## src/rtl/sso_pkg.sv

```systemverilog
package sso_pkg;

  // Monitored safety functions, one bit each in every function vector
  localparam int SSO_NUM_FUNC = 14;
  localparam int SSO_IDX_TORQUE_OFF = 0;
  localparam int SSO_IDX_SINGLE_CHANNEL = 1;
  localparam int SSO_IDX_BRAKE = 2;
  localparam int SSO_IDX_OP_STOP = 3;
  localparam int SSO_IDX_STOP_ONE = 4;
  localparam int SSO_IDX_STOP_TWO = 5;
  localparam int SSO_IDX_SPEED_ONE = 6;
  localparam int SSO_IDX_SPEED_TWO = 7;
  localparam int SSO_IDX_SPEED_THREE = 8;
  localparam int SSO_IDX_SPEED_FOUR = 9;
  localparam int SSO_IDX_INCREMENT = 10;
  localparam int SSO_IDX_DIR_POS = 11;
  localparam int SSO_IDX_DIR_NEG = 12;
  localparam int SSO_IDX_POS_LIMIT = 13;

  // Register map, byte addresses of aligned 32-bit words
  localparam logic [11:0] SSO_ADDR_CTRL = 12'h000;
  localparam logic [11:0] SSO_ADDR_STATUS = 12'h004;
  localparam logic [11:0] SSO_ADDR_POSITION = 12'h008;
  localparam logic [11:0] SSO_ADDR_FAULTS = 12'h00C;

  // Field positions and reset values
  localparam int SSO_CTRL_ACTIVATE_BIT = 0;
  localparam logic SSO_ACTIVATE_RESET = 1'b0;
  localparam logic [31:0] SSO_WORD_ZERO = 32'h0000_0000;
  localparam int SSO_STATUS_WIDTH = 18;

  // Per-function state from the module's monitoring logic
  typedef struct packed {
    logic [SSO_NUM_FUNC-1:0] request;
    logic [SSO_NUM_FUNC-1:0] active;
    logic [SSO_NUM_FUNC-1:0] safe;
    logic [SSO_NUM_FUNC-1:0] error;
  } sso_func_t;

  // Axis-wide state: homing, encoder, monitors, module error
  typedef struct packed {
    logic module_error;
    logic homed;
    logic encoder_fault;
    logic max_position_monitor;
    logic ramp_monitor;
    logic [31:0] position;
  } sso_axis_t;

  // Status outputs towards the safe application
  typedef struct packed {
    logic ready;
    logic torque_off_safe_flag;
    logic single_channel_torque_off_flag;
    logic brake_control_safe_flag;
    logic operating_stop_safe_flag;
    logic stop_one_safe_flag;
    logic stop_two_safe_flag;
    logic speed_limit_one_flag;
    logic speed_limit_two_flag;
    logic speed_limit_three_flag;
    logic speed_limit_four_flag;
    logic increment_limit_safe_flag;
    logic direction_positive_safe_flag;
    logic direction_negative_safe_flag;
    logic position_limit_safe_flag;
    logic max_position_safe_flag;
    logic homed_position_valid;
    logic ramp_monitor_flag;
  } sso_status_t;

  localparam sso_status_t SSO_STATUS_RESET = '0;

endpackage : sso_pkg

```

## src/rtl/sso_status_outputs.sv

```systemverilog
// Our own choices: the APB register port and the register addresses.
`timescale 1ns/1ps
// Operation
// - Activated: ready high, flags follow functions
// - Deactivated: ready low, all flags low
// - Torque-off flag: requested, active, safe, no error
// - Single-channel torque-off flag likewise, else low
// - Brake control flag likewise, else low
// - Operating stop flag likewise, else low
// - Stop one flag only after safe state
// - Stop two flag only after safe state
// - Four speed limit flags, each separate
// - Staged flags stay low until safe
// - Increment limit flag likewise, else low
// - Positive direction flag likewise, else low
// - Negative direction flag likewise, else low
// - Position limit flag likewise, else low
// - Max position flag needs homing, monitoring, no error
// - Position valid only after homing completed
// - Position valid cleared on faults or inactive
// - Ramp monitor flag follows monitor, else low
module sso_status_outputs
  import sso_pkg::*;
(
  input wire logic CLOCK,
  input wire logic RESETN,
  input wire logic PSEL,
  input wire logic PENABLE,
  input wire logic PWRITE,
  input wire logic [11:0] PADDR,
  input wire logic [31:0] PWDATA,
  output logic [31:0] PRDATA,
  output logic PREADY,
  output logic PSLVERR,
  input wire sso_func_t FUNC_STATE,
  input wire sso_axis_t AXIS_STATE,
  output sso_status_t STATUS,
  output logic [31:0] SAFE_POSITION_VALUE
);

  logic activate;
  logic setup;
  logic access_done;
  logic mapped;
  logic any_error;
  logic position_ok;
  logic [SSO_NUM_FUNC-1:0] next_flags;
  sso_status_t next_status;
  logic [31:0] next_rdata;

  // Bus phases; a write lands only at the access edge with pready high
  assign setup = PSEL && !PENABLE;
  assign access_done = PSEL && PENABLE && PREADY;
  assign any_error = AXIS_STATE.module_error;

  // Address decode for the error answer; read data decodes PADDR in its own case
  always_comb
  begin
    unique case (PADDR)
      SSO_ADDR_CTRL, SSO_ADDR_STATUS, SSO_ADDR_POSITION, SSO_ADDR_FAULTS: mapped = 1'b1;
      default: mapped = 1'b0;
    endcase
  end

  // One-cycle answer: pready raised for the first access cycle only
  always_ff @(posedge CLOCK or negedge RESETN)
  begin
    if (!RESETN)
    begin
      PREADY <= 1'b0;
    end
    else
    begin
      PREADY <= setup;
    end
  end

  // Unmapped addresses answer with an error and no effect
  always_ff @(posedge CLOCK or negedge RESETN)
  begin
    if (!RESETN)
    begin
      PSLVERR <= 1'b0;
    end
    else
    begin
      PSLVERR <= setup && !mapped;
    end
  end

  // Activation bit; software is the only source of activate
  always_ff @(posedge CLOCK or negedge RESETN)
  begin
    if (!RESETN)
    begin
      activate <= SSO_ACTIVATE_RESET;
    end
    else if (access_done && PWRITE && PADDR == SSO_ADDR_CTRL)
    begin
      activate <= PWDATA[SSO_CTRL_ACTIVATE_BIT];
    end
  end

  // Read data, captured in the setup cycle so it stands for the access
  always_comb
  begin
    next_rdata = SSO_WORD_ZERO;
    unique case (PADDR)
      SSO_ADDR_CTRL: next_rdata[SSO_CTRL_ACTIVATE_BIT] = activate;
      SSO_ADDR_STATUS: next_rdata[SSO_STATUS_WIDTH-1:0] = STATUS;
      SSO_ADDR_POSITION: next_rdata = SAFE_POSITION_VALUE;
      SSO_ADDR_FAULTS: next_rdata[SSO_NUM_FUNC-1:0] = FUNC_STATE.error;
      default: next_rdata = SSO_WORD_ZERO;
    endcase
  end

  always_ff @(posedge CLOCK or negedge RESETN)
  begin
    if (!RESETN)
    begin
      PRDATA <= SSO_WORD_ZERO;
    end
    else if (setup && !PWRITE)
    begin
      PRDATA <= next_rdata;
    end
  end

  // Every function flag: requested, active, safe, no error of its own, no module error.
  // Staged functions report active only once their safe state is reached,
  // so the same term keeps them low during the stop or speed transition.
  genvar i;
  generate
    for (i = 0; i < SSO_NUM_FUNC; i++)
    begin : g_flag
      assign next_flags[i] = activate && FUNC_STATE.request[i] && FUNC_STATE.active[i]
        && FUNC_STATE.safe[i] && !FUNC_STATE.error[i] && !any_error;
    end
  endgenerate

  // Position validity gates both the flag and the value handed out
  assign position_ok = activate && AXIS_STATE.homed && !AXIS_STATE.encoder_fault
    && !any_error;

  // Map the vector onto named outputs; inactive block forces all low
  always_comb
  begin
    next_status = SSO_STATUS_RESET;
    if (activate)
    begin
      next_status.ready = 1'b1;
      next_status.torque_off_safe_flag = next_flags[SSO_IDX_TORQUE_OFF];
      next_status.single_channel_torque_off_flag = next_flags[SSO_IDX_SINGLE_CHANNEL];
      next_status.brake_control_safe_flag = next_flags[SSO_IDX_BRAKE];
      next_status.operating_stop_safe_flag = next_flags[SSO_IDX_OP_STOP];
      next_status.stop_one_safe_flag = next_flags[SSO_IDX_STOP_ONE];
      next_status.stop_two_safe_flag = next_flags[SSO_IDX_STOP_TWO];
      next_status.speed_limit_one_flag = next_flags[SSO_IDX_SPEED_ONE];
      next_status.speed_limit_two_flag = next_flags[SSO_IDX_SPEED_TWO];
      next_status.speed_limit_three_flag = next_flags[SSO_IDX_SPEED_THREE];
      next_status.speed_limit_four_flag = next_flags[SSO_IDX_SPEED_FOUR];
      next_status.increment_limit_safe_flag = next_flags[SSO_IDX_INCREMENT];
      next_status.direction_positive_safe_flag = next_flags[SSO_IDX_DIR_POS];
      next_status.direction_negative_safe_flag = next_flags[SSO_IDX_DIR_NEG];
      next_status.position_limit_safe_flag = next_flags[SSO_IDX_POS_LIMIT];
      next_status.max_position_safe_flag = AXIS_STATE.homed
        && AXIS_STATE.max_position_monitor && !any_error;
      next_status.homed_position_valid = position_ok;
      next_status.ramp_monitor_flag = AXIS_STATE.ramp_monitor && !any_error;
    end
  end

  // Status register; a deactivated block shows all false next edge
  always_ff @(posedge CLOCK or negedge RESETN)
  begin
    if (!RESETN)
    begin
      STATUS <= SSO_STATUS_RESET;
    end
    else
    begin
      STATUS <= next_status;
    end
  end

  // Position reads zero while invalid, so a careless consumer sees no stale value
  always_ff @(posedge CLOCK or negedge RESETN)
  begin
    if (!RESETN)
    begin
      SAFE_POSITION_VALUE <= SSO_WORD_ZERO;
    end
    else
    begin
      SAFE_POSITION_VALUE <= position_ok ? AXIS_STATE.position : SSO_WORD_ZERO;
    end
  end

endmodule : sso_status_outputs

```

## config.mk

```make
export PLATFORM = sky130hd
export DESIGN_NAME = sso_status_outputs
export DESIGN_NICKNAME = d
export VERILOG_FILES = /design/src/rtl/sso_pkg.sv /design/src/rtl/sso_status_outputs.sv
export SDC_FILE = /design/constraint.sdc
export NUM_CORES = 1
export LEC_CHECK = 0
export BUFFER_PORTS_ARGS = -buffer_cell sky130_fd_sc_hd__buf_2
export CORE_MARGIN = 2
export CORE_UTILIZATION = 45
export CTS_CLUSTER_DIAMETER = 40
export DETAILED_ROUTE_END_ITERATION = 12
export GPL_TIMING_DRIVEN = 0
export PLACE_DENSITY = 0.82
export SLEW_MARGIN = 20
export SYNTH_ARGS = -nofsm -noshare
export SYNTH_HDL_FRONTEND = slang
export SYNTH_SLANG_ARGS = --single-unit
```

## constraint.sdc

```tcl
create_clock -name CLOCK -period 2.93 [get_ports CLOCK]
set_input_delay 0.4395 -clock CLOCK [delete_from_list [all_inputs] [get_ports CLOCK]]
set_output_delay 0.4395 -clock CLOCK [all_outputs]
set_load 0.02 [all_outputs]
```

==> metrics.txt <==
Final nets=610; post-synthesis net count=406; Die ar.=8200 um^2; count of pins over their slew limit=0; status=finished clean; slew margin rel.=62.0%; GPL Wtd Cong=0.831; final worst path period need=1.66 ns; Die Y=90.6 um; drt pass-1 iters=4; Yosys top cell by area=dfrtp_1; initial antenna violation count=0; crit end category=flip-flop; top_reg_cell synth=dfrtp_1; Async S/R FF share, synth=100%; CTS Hold Bufs=0; RSZ-0062 raised after global routing=no; synth warn=0; clk root buf=clkbuf_8; leakage power=0.00262 uW; Synth top area share=63.1%; GRT overflow=0; critical path fanouts, max=10; critical path startpoint category=flip-flop; met3 wire length=581 um; largest net degree at the start of global routing=46; clock transition at the registers of the reported paths=0.09 ns; number of synthesized flops with an enable pin=0; WS Path Type=reg -> reg; CP arrival=1.95 ns; hold_ws=0.0849 ns; Seq cells post-synth=85; reg2reg start=activate; Hold/Removal Path Class=in -> async; Netlist Area Pre-Place=3370 um^2; worst vdd ir=285 uV; commonest non-fill, non-tap cells in the layout=buf_2 (200), dfrtp_1 (85), and2_1 (35); CORE AREA=7250 um^2; first-pass GRT wire length=15,800 um; Seq/Total Area, Yosys=63.1%; post-CTS sizing=0; reg2reg end=SAFE_POSITION_VALUE[16]; post-CTS setup buffers=0; R2R Setup Slk=1.27 ns; P per Cell Area=469 nW/um^2; non-filler cells, final=572; # diodes=0; Post-Place Cells=556; met2 wire length=4920 um; Post-Synthesis Cells=264; wl on met1=4220 um; Routed WL=9930 um; Max Fclk=602 MHz; Slew @ Worst Pin=0.569 ns; reg2reg path depth=5; Starting Density=46.5%; # DRC=0; CP Cell Sequence=nor2b_1 -> nand2_1 -> nor2_1 -> clkbuf_1 -> and2_1; largest cells by area after synthesis=dfrtp_1 (63%), and2_1 (6.5%), a22o_1 (4.9%); syn_area_per_cell=12.8 um^2; Fin. Hold Viols=0; CTS tree=done; Bufs on Longest Clock Path=2; DPL Wire Length=7710 um; CP required=3.21 ns; final count of negative-setup-slack endpoints=0; FP Rows=31; share of cells above drive strength 1=50.1%; Antenna Nets Post-Route=0; max-cap violation count=0; via count=2,913; clock sink total=85; DIE WIDTH=90.6 um; DR vias/cell=5.09; Netlist cell types=29; vias in the first global route=3,034; highest metal used=met4; worst skew pair latency=0.35 ns; drt initial violations=166; # port buffers=192; Final TNS setup=0 ns; TritonCTS Buffers=9; crit-path max cell delay=0.40 ns; H-Tree Depth=3; Area Growth Syn to Fin=39.0%; Total GRT Usage=24.7%; fin crit share=56.7%; Worst Skew=0.0136 ns; Routed WL per cell=17.4 um; most common cell after layout, fill and taps aside=buf_2; CP max stage cell=dfrtp_1; I/O pin count=226
where the power goes:
part | internal [uW] | switching, uW
combinational | 79.0 | 82.6
clock | 409 | 455
sequential | 1170 | 0.484
per-layer routing:
metal	up-vias	global-route usage, %
met5	-	0
met2	126	40.4
met4	0	9.23
met1	1418	33.3
li1	1349	-
met3	20	4.01
flip-flops by register name, summed over array words and instances (netlist names):
| signal | count |
|---|---|
| PRDATA | 32 |
| SAFE_POSITION_VALUE | 32 |
| STATUS | 18 |
| PREADY | 1 |
| PSLVERR | 1 |
| activate | 1 |
kinds of logic (layout without fill, tap and decap cells):
logic type / Yosys count / count (layout) / share of synthesized area [%]
AND/OR/NAND/NOR: 96 / 96 / 18.2
buffers and inverters: 16 / 225 / 2.45
AO/OA/AOI/OAI: 52 / 52 / 11.3
multiplexers: 15 / 15 / 4.97
flip-flops: 85 / 85 / 63.1
critical path, delay by kind of cell (launching register included):
family,cells,cell delay (ns)
flops,1,0.40
simple gates,4,0.81
buf+inv,1,0.39
cells in the mapped netlist, drive strengths merged (2+ instances only):
master and number:
o21ai 14, a21o 4, nor2b 4, nand2b 2, nor4 3, nand4b 14, and2 35, dfrtp 85
nand4 2, mux2 14, nand2 14, nor2 17, clkbuf 5, a22oi 13, buf 11, a22o 19
metrics by stage:
stage	area (um^2)	total power, uW	util [%]	worst slack (ns)
after detailed placement	4480	1360	61.8	1.06
after global placement	4460	1350	61.4	0.790
final	4690	2200	64.6	1.27
after CTS	4690	2210	64.6	1.25
after floorplan	3370	1240	-	1.38
after global routing	4690	2280	64.6	1.12
worst max path at each step:
stage,depth (start not counted),endpoint,from
final,5,SAFE_POSITION_VALUE[16],activate
after global placement,1,SAFE_POSITION_VALUE[19],RESETN
after CTS,5,SAFE_POSITION_VALUE[16],activate
after global routing,5,SAFE_POSITION_VALUE[16],activate
after floorplan,4,activate,PADDR[5]
after detailed placement,5,activate,PADDR[5]
final cells by class:
type                       instances  area, um^2
timing repair buffer             193         983
multi-input combinational        163        1160
buffer                            16        82.6
fill                             582        2570
clock inverter                     7        82.6
tap                               99         124
sequential                        85        2130
clock buffer                       9         124
No activity file was read; power rests on OpenSTA's default activity.
